===== src/verilog/pcgrs_consts.svh =====
// constants for the peripheral clock gate and reset source block
`ifndef PCGRS_CONSTS_SVH
`define PCGRS_CONSTS_SVH
`define PCGRS_ADDR_GATE    32'hE01FC0C4
`define PCGRS_ADDR_CAUSE   32'hE01FC180
`define PCGRS_BIT_TIMER0   1
`define PCGRS_BIT_TIMER1   2
`define PCGRS_BIT_SERIAL0  3
`define PCGRS_BIT_SERIAL1  4
`define PCGRS_BIT_PWM      5
`define PCGRS_BIT_TWOWIRE0 7
`define PCGRS_BIT_SPI      8
`define PCGRS_BIT_CALENDAR 9
`define PCGRS_BIT_SYNCSER  10
`define PCGRS_BIT_CONV0    12
`define PCGRS_BIT_TWOWIRE1 19
`define PCGRS_BIT_CONV1    20
`define PCGRS_GATE_MASK ((32'h1 << `PCGRS_BIT_TIMER0) | (32'h1 << `PCGRS_BIT_TIMER1) | \
	(32'h1 << `PCGRS_BIT_SERIAL0) | (32'h1 << `PCGRS_BIT_SERIAL1) | (32'h1 << `PCGRS_BIT_PWM) | \
	(32'h1 << `PCGRS_BIT_TWOWIRE0) | (32'h1 << `PCGRS_BIT_SPI) | (32'h1 << `PCGRS_BIT_CALENDAR) | \
	(32'h1 << `PCGRS_BIT_SYNCSER) | (32'h1 << `PCGRS_BIT_CONV0) | (32'h1 << `PCGRS_BIT_TWOWIRE1) | \
	(32'h1 << `PCGRS_BIT_CONV1))
`define PCGRS_GATE_RST     (`PCGRS_GATE_MASK & ~(32'h1 << `PCGRS_BIT_CONV1))
`define PCGRS_CAUSE_POR    0
`define PCGRS_CAUSE_PIN    1
`define PCGRS_CAUSE_WDT    2
`define PCGRS_CAUSE_BROWN  3
`define PCGRS_CAUSE_RST    4'h1
`define PCGRS_CLK_NS       100
`define PCGRS_FILT_NS      300
`define PCGRS_FILT_CYC     ((`PCGRS_FILT_NS + `PCGRS_CLK_NS - 1) / `PCGRS_CLK_NS)
`define PCGRS_WAKE_CYC     4096
`define PCGRS_INIT_CYC     8
`define PCGRS_BOOT_ADDR    32'h00000000
`define PCGRS_RESP_OKAY    2'h0
`define PCGRS_RESP_SLVERR  2'h2
`endif


===== src/verilog/pcgrs_pkg.sv =====
// types for the peripheral clock gate and reset source block
`default_nettype none
package pcgrs_pkg;
	typedef enum logic [2:0] {ST_HOLD, ST_WAKE, ST_INIT, ST_FLASH, ST_RUN} pcgrs_state_t;
	typedef enum logic [1:0] {SEL_NONE, SEL_GATE, SEL_CAUSE} pcgrs_sel_t;
	typedef struct packed {
		logic pin_reset_n;
		logic osc_running;
		logic wdt_reset;
		logic brownout_reset;
		logic flash_busy;
	} pcgrs_src_t;
endpackage
`default_nettype wire


===== src/verilog/pcgrs_top.sv =====
// peripheral clock gating and reset source sequencing with an axi4-lite register slave
// How it works
// - gate bit one runs that peripheral clock
// - fixed gate bit per peripheral
// - all gates on after reset, converter1 off
// - peripheral access valid only while gated on
// - always-on blocks have no gate bit
// - pin, watchdog and brown-out reset sources
// - reset held until pin, oscillator, count, init
// - short pin reset pulses are filtered out
// - processor starts at address zero
// - config pins latched only by pin reset
// - busy flash delays reset release
// - reset cause bits are write-one-to-clear
// - power-on sets bit0, clears the others
// - pin reset sets bit1, power-on clears
// - watchdog sets bit2, other sources clear
// - brown-out sets bit3
// - wake timer counts 4096 oscillator clocks
`timescale 1ns/100ps
`default_nettype none
`include "pcgrs_consts.svh"
module pcgrs_top
	import pcgrs_pkg::*;
(
	input  wire logic        clk_sys,
	input  wire logic        reset_n,
	input  wire pcgrs_src_t  src,
	input  wire logic [1:0]  cfg_pins,
	output logic [1:0]       cfg_latched,
	output logic             sys_rst_n,
	output logic [31:0]      boot_addr,
	output logic [31:0]      periph_en,
	output logic [31:0]      periph_clk,
	output logic             free_clk,
	input  wire logic [31:0] s_axi_awaddr,
	input  wire logic        s_axi_awvalid,
	output logic             s_axi_awready,
	input  wire logic [31:0] s_axi_wdata,
	input  wire logic [3:0]  s_axi_wstrb,
	input  wire logic        s_axi_wvalid,
	output logic             s_axi_wready,
	output logic [1:0]       s_axi_bresp,
	output logic             s_axi_bvalid,
	input  wire logic        s_axi_bready,
	input  wire logic [31:0] s_axi_araddr,
	input  wire logic        s_axi_arvalid,
	output logic             s_axi_arready,
	output logic [31:0]      s_axi_rdata,
	output logic [1:0]       s_axi_rresp,
	output logic             s_axi_rvalid,
	input  wire logic        s_axi_rready
);

	localparam logic [31:0] GMASK = `PCGRS_GATE_MASK;
	localparam logic [31:0] GRST = `PCGRS_GATE_RST;
	localparam logic [1:0] FILT = 2'(`PCGRS_FILT_CYC);
	localparam logic [12:0] WAKE = 13'(`PCGRS_WAKE_CYC);
	localparam logic [12:0] INIT = 13'(`PCGRS_INIT_CYC);

	function automatic pcgrs_sel_t decode(input logic [31:0] a);
		if (a == `PCGRS_ADDR_GATE)
			decode = SEL_GATE;
		else if (a == `PCGRS_ADDR_CAUSE)
			decode = SEL_CAUSE;
		else
			decode = SEL_NONE;
	endfunction

	pcgrs_state_t state_q;
	pcgrs_state_t state_d;
	logic [12:0]  cnt_q;
	logic [12:0]  cnt_d;
	logic [1:0]   filt_q;
	logic         pin_f_q;
	logic         sys_rst_n_q;
	logic [1:0]   cfg_q;
	logic [31:0]  gate_q;
	logic [31:0]  gate_d;
	logic [31:0]  gate_lo_q;
	logic [3:0]   cause_q;
	logic [3:0]   cause_d;
	logic         aw_hold_q;
	logic [31:0]  awaddr_q;
	logic         w_hold_q;
	logic [31:0]  wdata_q;
	logic [3:0]   wstrb_q;
	logic         bvalid_q;
	logic [1:0]   bresp_q;
	logic         rvalid_q;
	logic [31:0]  rdata_q;
	logic [1:0]   rresp_q;

	// reset sources and sequencing
	wire        pin_low = !src.pin_reset_n;
	wire        any_src = pin_f_q | src.wdt_reset | src.brownout_reset;
	wire        wake_done = (cnt_q == WAKE - 13'h1);
	wire        init_done = (cnt_q == INIT - 13'h1);
	wire [1:0]  filt_nx = (filt_q == FILT) ? filt_q : filt_q + 2'h1;

	// pin reset filter: counts consecutive low samples, a shorter pulse never reaches the sequencer
	always_ff @(posedge clk_sys or negedge reset_n) begin
		if (!reset_n) begin
			filt_q <= 2'h0;
			pin_f_q <= 1'b0;
		end else begin
			filt_q <= pin_low ? filt_nx : 2'h0;
			pin_f_q <= pin_low && (filt_nx == FILT);
		end
	end

	always_comb begin
		state_d = state_q;
		cnt_d = cnt_q;
		case (state_q)
			ST_HOLD: begin
				cnt_d = 13'h0;
				if (!any_src && src.osc_running)
					state_d = ST_WAKE;
			end
			ST_WAKE: begin
				cnt_d = cnt_q + 13'h1;
				if (!src.osc_running) begin
					state_d = ST_HOLD;
				end else if (wake_done) begin
					state_d = ST_INIT;
					cnt_d = 13'h0;
				end
			end
			ST_INIT: begin
				cnt_d = cnt_q + 13'h1;
				if (init_done)
					state_d = ST_FLASH;
			end
			ST_FLASH: begin
				// aborted flash work must settle before the core runs
				if (!src.flash_busy)
					state_d = ST_RUN;
			end
			default: begin
				cnt_d = 13'h0;
			end
		endcase
		if (any_src) begin
			state_d = ST_HOLD;
			cnt_d = 13'h0;
		end
	end

	always_ff @(posedge clk_sys or negedge reset_n) begin
		if (!reset_n) begin
			state_q <= ST_HOLD;
			cnt_q <= 13'h0;
			sys_rst_n_q <= 1'b0;
		end else begin
			state_q <= state_d;
			cnt_q <= cnt_d;
			sys_rst_n_q <= (state_d == ST_RUN);
		end
	end

	// strap latch: only the filtered pin reset reloads it
	always_ff @(posedge clk_sys or negedge reset_n) begin
		if (!reset_n)
			cfg_q <= 2'h0;
		else if (pin_f_q)
			cfg_q <= cfg_pins;
	end

	// register bus
	wire        wr_fire = aw_hold_q && w_hold_q && !bvalid_q;
	wire        ar_fire = s_axi_arvalid && !rvalid_q;
	pcgrs_sel_t wsel;
	pcgrs_sel_t rsel;
	assign wsel = decode(awaddr_q);
	assign rsel = decode(s_axi_araddr);
	wire        wr_gate = wr_fire && (wsel == SEL_GATE);
	wire        wr_cause = wr_fire && (wsel == SEL_CAUSE);
	wire [31:0] strb_mask = {{8{wstrb_q[3]}}, {8{wstrb_q[2]}}, {8{wstrb_q[1]}}, {8{wstrb_q[0]}}};
	wire [31:0] rd_mux = (rsel == SEL_GATE) ? gate_q :
		(rsel == SEL_CAUSE) ? {28'h0, cause_q} : 32'h0;

	always_ff @(posedge clk_sys or negedge reset_n) begin
		if (!reset_n) begin
			aw_hold_q <= 1'b0;
			awaddr_q <= 32'h0;
			w_hold_q <= 1'b0;
			wdata_q <= 32'h0;
			wstrb_q <= 4'h0;
		end else begin
			if (s_axi_awvalid && s_axi_awready) begin
				aw_hold_q <= 1'b1;
				awaddr_q <= s_axi_awaddr;
			end else if (wr_fire) begin
				aw_hold_q <= 1'b0;
			end
			if (s_axi_wvalid && s_axi_wready) begin
				w_hold_q <= 1'b1;
				wdata_q <= s_axi_wdata;
				wstrb_q <= s_axi_wstrb;
			end else if (wr_fire) begin
				w_hold_q <= 1'b0;
			end
		end
	end

	always_ff @(posedge clk_sys or negedge reset_n) begin
		if (!reset_n) begin
			bvalid_q <= 1'b0;
			bresp_q <= `PCGRS_RESP_OKAY;
			rvalid_q <= 1'b0;
			rdata_q <= 32'h0;
			rresp_q <= `PCGRS_RESP_OKAY;
		end else begin
			if (wr_fire) begin
				bvalid_q <= 1'b1;
				bresp_q <= (wsel == SEL_NONE) ? `PCGRS_RESP_SLVERR : `PCGRS_RESP_OKAY;
			end else if (s_axi_bready) begin
				bvalid_q <= 1'b0;
			end
			if (ar_fire) begin
				rvalid_q <= 1'b1;
				rdata_q <= rd_mux;
				rresp_q <= (rsel == SEL_NONE) ? `PCGRS_RESP_SLVERR : `PCGRS_RESP_OKAY;
			end else if (s_axi_rready) begin
				rvalid_q <= 1'b0;
			end
		end
	end

	// gate register: reserved bits never store, so they read back zero
	always_comb begin
		gate_d = gate_q;
		if (wr_gate)
			gate_d = ((gate_q & ~strb_mask) | (wdata_q & strb_mask)) & GMASK;
		if (!sys_rst_n_q)
			gate_d = GRST;
	end

	always_ff @(posedge clk_sys or negedge reset_n) begin
		if (!reset_n)
			gate_q <= GRST;
		else
			gate_q <= gate_d;
	end

	// reset cause: a source set wins over a same-cycle software clear
	wire [3:0] clr_w = (wr_cause && wstrb_q[0]) ? wdata_q[3:0] : 4'h0;
	wire       wdt_lost = (pin_f_q || src.brownout_reset) && !src.wdt_reset;

	always_comb begin
		cause_d[`PCGRS_CAUSE_POR] = cause_q[`PCGRS_CAUSE_POR] && !clr_w[`PCGRS_CAUSE_POR];
		cause_d[`PCGRS_CAUSE_PIN] = pin_f_q || (cause_q[`PCGRS_CAUSE_PIN] && !clr_w[`PCGRS_CAUSE_PIN]);
		cause_d[`PCGRS_CAUSE_WDT] = src.wdt_reset ||
			(cause_q[`PCGRS_CAUSE_WDT] && !clr_w[`PCGRS_CAUSE_WDT] && !wdt_lost);
		cause_d[`PCGRS_CAUSE_BROWN] = src.brownout_reset ||
			(cause_q[`PCGRS_CAUSE_BROWN] && !clr_w[`PCGRS_CAUSE_BROWN]);
	end

	always_ff @(posedge clk_sys or negedge reset_n) begin
		if (!reset_n)
			cause_q <= `PCGRS_CAUSE_RST;
		else
			cause_q <= cause_d;
	end

	// enables move on the falling edge, while the clock is low, so no pulse is cut short
	always_ff @(negedge clk_sys or negedge reset_n) begin
		if (!reset_n)
			gate_lo_q <= GRST;
		else
			gate_lo_q <= gate_q;
	end

	genvar gi;
	generate
		for (gi = 0; gi < 32; gi = gi + 1) begin : g_clk
			if (GMASK[gi]) begin : g_on
				assign periph_clk[gi] = clk_sys & gate_lo_q[gi];
			end else begin : g_off
				assign periph_clk[gi] = 1'b0;
			end
		end
	endgenerate

	assign free_clk = clk_sys;
	assign periph_en = gate_q;
	assign sys_rst_n = sys_rst_n_q;
	assign boot_addr = `PCGRS_BOOT_ADDR;
	assign cfg_latched = cfg_q;
	assign s_axi_awready = !aw_hold_q && !bvalid_q;
	assign s_axi_wready = !w_hold_q && !bvalid_q;
	assign s_axi_bvalid = bvalid_q;
	assign s_axi_bresp = bresp_q;
	assign s_axi_arready = !rvalid_q;
	assign s_axi_rvalid = rvalid_q;
	assign s_axi_rdata = rdata_q;
	assign s_axi_rresp = rresp_q;
endmodule // pcgrs_top
`default_nettype wire


===== config.mk =====
export PLATFORM = sky130hd
export DESIGN_NAME = pcgrs_top
export DESIGN_NICKNAME = d
export VERILOG_FILES = /design/src/verilog/pcgrs_pkg.sv /design/src/verilog/pcgrs_top.sv
export VERILOG_INCLUDE_DIRS = /design/src /design/src/verilog
export SDC_FILE = /design/constraint.sdc
export NUM_CORES = 1
export LEC_CHECK = 0
export ABC_CLOCK_PERIOD_IN_PS = 4800
export BUFFER_PORTS_ARGS = -buffer_cell sky130_fd_sc_hd__buf_2
export CAP_MARGIN = 25
export CORE_ASPECT_RATIO = 0.9
export CORE_MARGIN = 2
export CORE_UTILIZATION = 45
export DETAILED_ROUTE_END_ITERATION = 7
export GPL_TIMING_DRIVEN = 1
export PLACE_DENSITY = 0.76
export SLEW_MARGIN = 15
export SYNTH_ARGS = -nofsm -noshare
export SYNTH_HDL_FRONTEND = slang
export SYNTH_SLANG_ARGS = --single-unit

===== constraint.sdc =====
create_clock -name clk_sys -period 4.8 [get_ports clk_sys]
set_input_delay 0 -clock clk_sys [delete_from_list [all_inputs] [get_ports clk_sys]]
set_output_delay 0 -clock clk_sys [all_outputs]
set_load 0.02 [all_outputs]

==> results.cfg, run 1 <==
[drt]
first_pass_iters = 4
drc = 0
antenna_left = 0
routedWlPerCell_um = 14.92
vias_per_cell = 4.837
vias = 4498
wl_mm = 13.88
drt-initial-drc-count = 286

[place]
place.detailed.hpwl_mm = 9.148
gp_congestion = 0.8565
place_inst = 816
port_buffers = 141
placed_area_um2 = 6329

[cells_and_area]
final_cell_area_um2 = 7725
final_nets = 866
area_delta_synth_final_pct = 32.26
drive_above_1_share_pct = 33.59
instances_no_fill = 930

[timing]
clock_skew_ns = 0.05092
timing.setup.tns_ns = 0
setup_viol = 0
timing.final.hold_violations = 0
slew_violations = 0
slew_headroom_pct = 37.34
worst_pin_slew_ns = 0.9380
hold_ws_ns = 0.002922
rsz0062_at_grt = no

[power_and_ir_drop]
p_sw_share_pct = 31.52
finalPower_mw = 3.883
pwr-share-clk_pct = 48.1
ir_drop_uv = 367.1
p_int_mw = 2.659
seq_power_share_pct = 35.1
power_switching_mw = 1.224
power.leakage_nw = 3.618
p_per_area_nw_per_um2 = 502.7
p_comb_share_pct = 16.8

[grt]
antenna_found_initial = 1
met1_usage_pct = 23.76
grt_start_max_net_pins = 64
grt.overflow.total = 0
use_met2_pct = 32.28
grt_pass1_wl_mm = 21.85
track_usage_pct = 21.05
top_usage_layer = met2
grtUsageMet3_pct = 9.807
grt_pass1_vias = 4701

[logic_synthesis]
synth_commonest_cells = 95 x buf_4, 93 x dfrtp_1, 48 x mux2_2, 36 x nand2_1, 25 x nor2b_1
yosysMostFrequentCell = buf_4
postSynthAreaPerCell_um2 = 11.06
synthFlopType = dfrtp_1
syn_inst = 528
synth_edf_count = 0
synth.top_cell.area_share_pct = 39.85
synth_cell_types = 57
yosys-top-cells-area = dfrtp_1 40%, buf_4 12%, dfstp_2 10%
ys_ff_latch = 117
synth_area_leader_cell = dfrtp_1
synth_area_um2 = 5841
async_flop_share_pct = 100.0
ys_seq_area_share_pct = 50.62
ys_warn_count = 0

[worst_setup_path]
worst_ep_required_time_ns = 4.80
crit_chain = and2_1, buf_2
reg2reg_depth = 0
worstReg2RegEnd = gate_lo_q[19]
startpoint_type = flip-flop
reg2reg_from = periph_en[19]
critPathMaxStageDelay_ns = 0.50
crit_type = flip-flop to primary output
r2r_setup_slack_ns = 1.82
worst-path-max-fanout = 1
worstSetupEndpointType = primary output
cp_slowest_cell = dfstp_2
critPathArrivalTime_ns = 3.78

[cts]
cts-resized-gates = 0
clk_latency_ns = 0.57
clk_pin_slew_ns = 0.06
hold_buffers = 62
post_cts_buffers = 0
cts_tree = done

[min_path]
min_path_type = input port to flip-flop
min_from = s_axi_araddr[18]
hold-path-endpoint = s_axi_rdata[3]
whs_path_depth = 4

[die]
die_h_um = 112.1
num_io_pins = 255
dieArea_um2 = 13910
start_util_pct = 46.04
die_w_um = 124.1
core_area_um2 = 12690
rows = 39

[job]
cap_violations = 0

[status]
status = completed
## per-stage QoR
step	utilization, %	setup WS (ns)
2_1_floorplan	-	1.690
3_3_place_gp	49.88	1.661
3_5_place_dp	49.88	1.651
4_1_cts	60.87	0.9990
5_1_grt	60.87	0.9700
6_report	60.89	1.016
## worst max-delay path by stage
| stage | start | endpoint | slack [ns] | cells after the start |
|---|---|---|---|---|
| 5_1_grt | gate_lo_q[2] | periph_clk[2] | 0.97 | 2 |
| 3_3_place_gp | gate_lo_q[8] | periph_clk[8] | 1.66 | 2 |
| 4_1_cts | gate_lo_q[19] | periph_clk[19] | 1.0 | 2 |
| 3_5_place_dp | gate_lo_q[7] | periph_clk[7] | 1.65 | 2 |
| 2_1_floorplan | gate_lo_q[10] | periph_clk[10] | 1.69 | 1 |
| 6_report | gate_lo_q[2] | periph_clk[2] | 1.02 | 2 |
## layout by cell type, fill, tap and decap left out, types with 4 or more instances in the layout
| cell type | synthesis | layout |
|---|---|---|
| inv_1 | 10 | 20 |
| and2_1 | 15 | 15 |
| nor4_1 | 6 | 6 |
| nand2b_1 | 4 | 4 |
| clkbuf_16 | 0 | 26 |
| conb_1 | 1 | 93 |
| inv_4 | 0 | 4 |
| xor2_1 | 5 | 5 |
| nand4_1 | 14 | 14 |
| a21o_1 | 4 | 4 |
| nand2_1 | 36 | 36 |
| and3_1 | 11 | 11 |
| nand3_1 | 6 | 6 |
| buf_2 | 4 | 140 |
| o31ai_1 | 5 | 5 |
| mux2i_1 | 12 | 12 |
| nor2_1 | 22 | 22 |
| dfrtp_1 | 93 | 93 |
| nor2b_1 | 25 | 25 |
| mux2_2 | 48 | 48 |
| dfstp_2 | 23 | 23 |
| dlygate4sd3_1 | 0 | 62 |
| clkinv_2 | 0 | 4 |
| a21oi_1 | 10 | 10 |
| o21ai_0 | 17 | 17 |
## worst max-delay path: cells and delay by family, from the launching register on
kind                   cells  cell delay [ns]
buffers and inverters      1             0.17
DFF                        1             0.50
and+or+nand+nor            1             0.15
## sequential cells by signal (all words and copies together) (netlist names), 2 cells and up
signal,count
awaddr_q,32
cause_q,4
cfg_latched,2
cnt_q,13
filt_q,2
gate_lo_q,12
periph_en,12
s_axi_rdata,13
state_q,3
wdata_q,13
wstrb_q,3
## cell families after synthesis
| family | after synthesis | synth area share, % |
|---|---|---|
| simple gates | 163 | 16.02 |
| buf+inv | 121 | 14.10 |
| flops | 117 | 50.62 |
| mux | 62 | 11.70 |
| compound gates | 54 | 5.892 |
| xor+xnor | 7 | 1.050 |
| fa+ha+maj | 3 | 0.5570 |
| other cells | 1 | 0.06421 |
## layer usage
layer | vias up | wire length (um)
li1 | 2086 | -
met1 | 2167 | 5601
met2 | 200 | 6717
met3 | 45 | 1118
met4 | 0 | 438
met5 | - | 0
## area by class of cell
| class | count | area [um^2] |
|---|---|---|
| Tap cell | 164 | 205.2 |
| Sequential cell | 117 | 2957 |
| Antenna cell | 1 | 2.502 |
| Inverter | 9 | 33.78 |
| Clock inverter | 24 | 118.9 |
| Fill cell | 994 | 4962 |
| Multi-Input combinational cell | 382 | 2406 |
| Timing Repair Buffer | 192 | 1279 |
| Clock buffer | 41 | 723.2 |
## power groups by stage
stage	clock network, mW	registers, mW	logic, mW
after floorplan	0.249	1.35	0.514
after global placement	0.307	1.36	0.583
after detailed placement	0.307	1.37	0.611
after CTS	1.90	1.36	0.651
after global routing	2.00	1.39	0.715
final	1.87	1.36	0.652
Note: power is estimated with default switching activity, not from simulation.
==> run 2: changes to the inputs <==
--- a/config.mk
+++ b/config.mk
@@ -6,7 +6,7 @@
 export SDC_FILE = /design/constraint.sdc
 export NUM_CORES = 1
 export LEC_CHECK = 0
-export ABC_CLOCK_PERIOD_IN_PS = 4800
+export ABC_CLOCK_PERIOD_IN_PS = 3800
 export BUFFER_PORTS_ARGS = -buffer_cell sky130_fd_sc_hd__buf_2
 export CAP_MARGIN = 25
 export CORE_ASPECT_RATIO = 0.9
==> constraint.sdc (replaced) <==
create_clock -name clk_sys -period 3.8 [get_ports clk_sys]
set_input_delay 0 -clock clk_sys [delete_from_list [all_inputs] [get_ports clk_sys]]
set_output_delay 0 -clock clk_sys [all_outputs]
set_load 0.02 [all_outputs]
==> results.cfg, run 2 (synthesis gave the netlist of run 1 again) <==
[place]
dp_slack_ns = 1.141
port_buffers = 141
place_inst = 817
placed_area_um2 = 6336
gp_congestion = 0.8468
place.detailed.hpwl_mm = 9.189

[drt]
drt-initial-drc-count = 271
vias_per_cell = 4.882
first_pass_iters = 5
routedWlPerCell_um = 15.05
drc = 0
wl_mm = 14.00
vias = 4540
antenna_left = 0

[grt]
antenna_found_initial = 1
grt.overflow.total = 0
grt_start_max_net_pins = 48
track_usage_pct = 20.73
grt_pass1_wl_mm = 21.91
grt_pass1_vias = 4774

[worst_setup_path]
crit_family = flip-flops
path_buf_inv = 1
worstSetupEndpointType = primary output
crit_chain = and2_1, buf_2
crit_type = flip-flop to primary output
critPathMaxStageDelay_ns = 0.50
worst-path-max-fanout = 1
cp_slowest_cell = dfstp_2
critPathArrivalTime_ns = 3.31
worst_ep_required_time_ns = 3.80
startpoint_type = flip-flop

[timing]
worst_pin_slew_ns = 0.8962
clock_skew_ns = 0.05522
timing.final.ws_setup_ns = 0.4943
rsz0062_at_grt = no
setup_viol = 0
hold_ws_ns = 0.01522
slew_violations = 0
slew_headroom_pct = 40.13
timing.final.hold_violations = 0
timing.setup.tns_ns = 0

[cts]
cts-resized-gates = 0
clk_latency_ns = 0.57
hold_buffers = 62
cts_tree = done
clk_pin_slew_ns = 0.05
post_cts_buffers = 0

[cells_and_area]
final_nets = 867
regMostFlops = awaddr_q
num_antenna_cells = 0
final_cell_mix = 140 x buf_2, 93 x conb_1, 93 x dfrtp_1, 62 x dlygate4sd3_1, 48 x mux2_2
utilization_pct = 61.21
drive_above_1_share_pct = 33.68
final_cell_area_um2 = 7766
largest_register_ff_count = 32
instances_no_fill = 930
layout_commonest_cell = buf_2
nFillCells = 980
area_delta_synth_final_pct = 32.97

[power_and_ir_drop]
p_comb_share_pct = 16.4
ir_drop_uv = 365.2
pwr-share-clk_pct = 49.1
p_per_area_nw_per_um2 = 641.7
seq_power_share_pct = 34.5
p_sw_share_pct = 30.95
finalPower_mw = 4.984
power.leakage_nw = 3.644
power_switching_mw = 1.543
p_int_mw = 3.441

[job]
cap_violations = 0

[die]
rows = 39
core_area_um2 = 12690
num_io_pins = 255
start_util_pct = 46.04
die_w_um = 124.1
die_h_um = 112.1
dieArea_um2 = 13910

[min_path]
min_path_type = input port to flip-flop

[status]
status = completed
-- run 2: changes by cell type in the layout (fill, tap and decap cells not counted) --
cell | before | now
clkbuf_16 | 26 | 28
clkinv_4 | 2 | 0
buf_4 | 3 | 4
clkinv_1 | 2 | 1
clkinv_2 | 4 | 3
diode_2 | 1 | 0
inv_1 | 20 | 21
inv_6 | 0 | 1
-- run 2: final cells by class --
type,instances,area [um^2],area share (%)
clock inverters,22,105.1,1.353
clock buffers,43,773.2,9.957
well taps,164,205.2,2.642
flip-flops and latches,117,2957,38.07
repair buffers,193,1286,16.56
inverters,9,33.78,0.4350
multi-input cells,382,2406,30.98
-- run 2: worst paths after layout --
| check | startpoint | cells past startpoint | endpoint | slack [ns] |
|---|---|---|---|---|
| max reg2reg | periph_en[20] | 0 | gate_lo_q[20] | 1.32 |
| max | gate_lo_q[19] | 2 | periph_clk[19] | 0.49 |
| min reg2reg | wdata_q[0] | 1 | cause_q[0] | 0.43 |
| min in group asynchronous | reset_n | 2 | wdata_q[8] | 0.03 |
| min | s_axi_araddr[18] | 4 | s_axi_rdata[3] | 0.02 |
| max in group asynchronous | reset_n | 2 | gate_lo_q[1] | 1.50 |
-- run 2: per-layer routing --
metal,part of all wire [%],track usage (%),vias to the layer above
met2,49,33.22,211
met3,8.9,8.079,36
met1,39,23.27,2196
li1,-,-,2097
met5,0,0,-
met4,2.8,12.21,0
-- run 2: worst min-delay path: cells and delay by family --
kind	cells	cell delay [ns]
and+or+nand+nor	2	0.29
buffers and inverters	1	0.10
AOI/OAI and AO/OA	1	0.10
-- run 2: power groups by stage --
stage	registers, mW	clock network, mW	logic (mW)
after CTS	1.72	2.50	0.813
after global placement	1.71	0.387	0.738
after global routing	1.76	2.61	0.895
after floorplan	1.70	0.315	0.649
after detailed placement	1.73	0.387	0.762
final	1.72	2.44	0.818
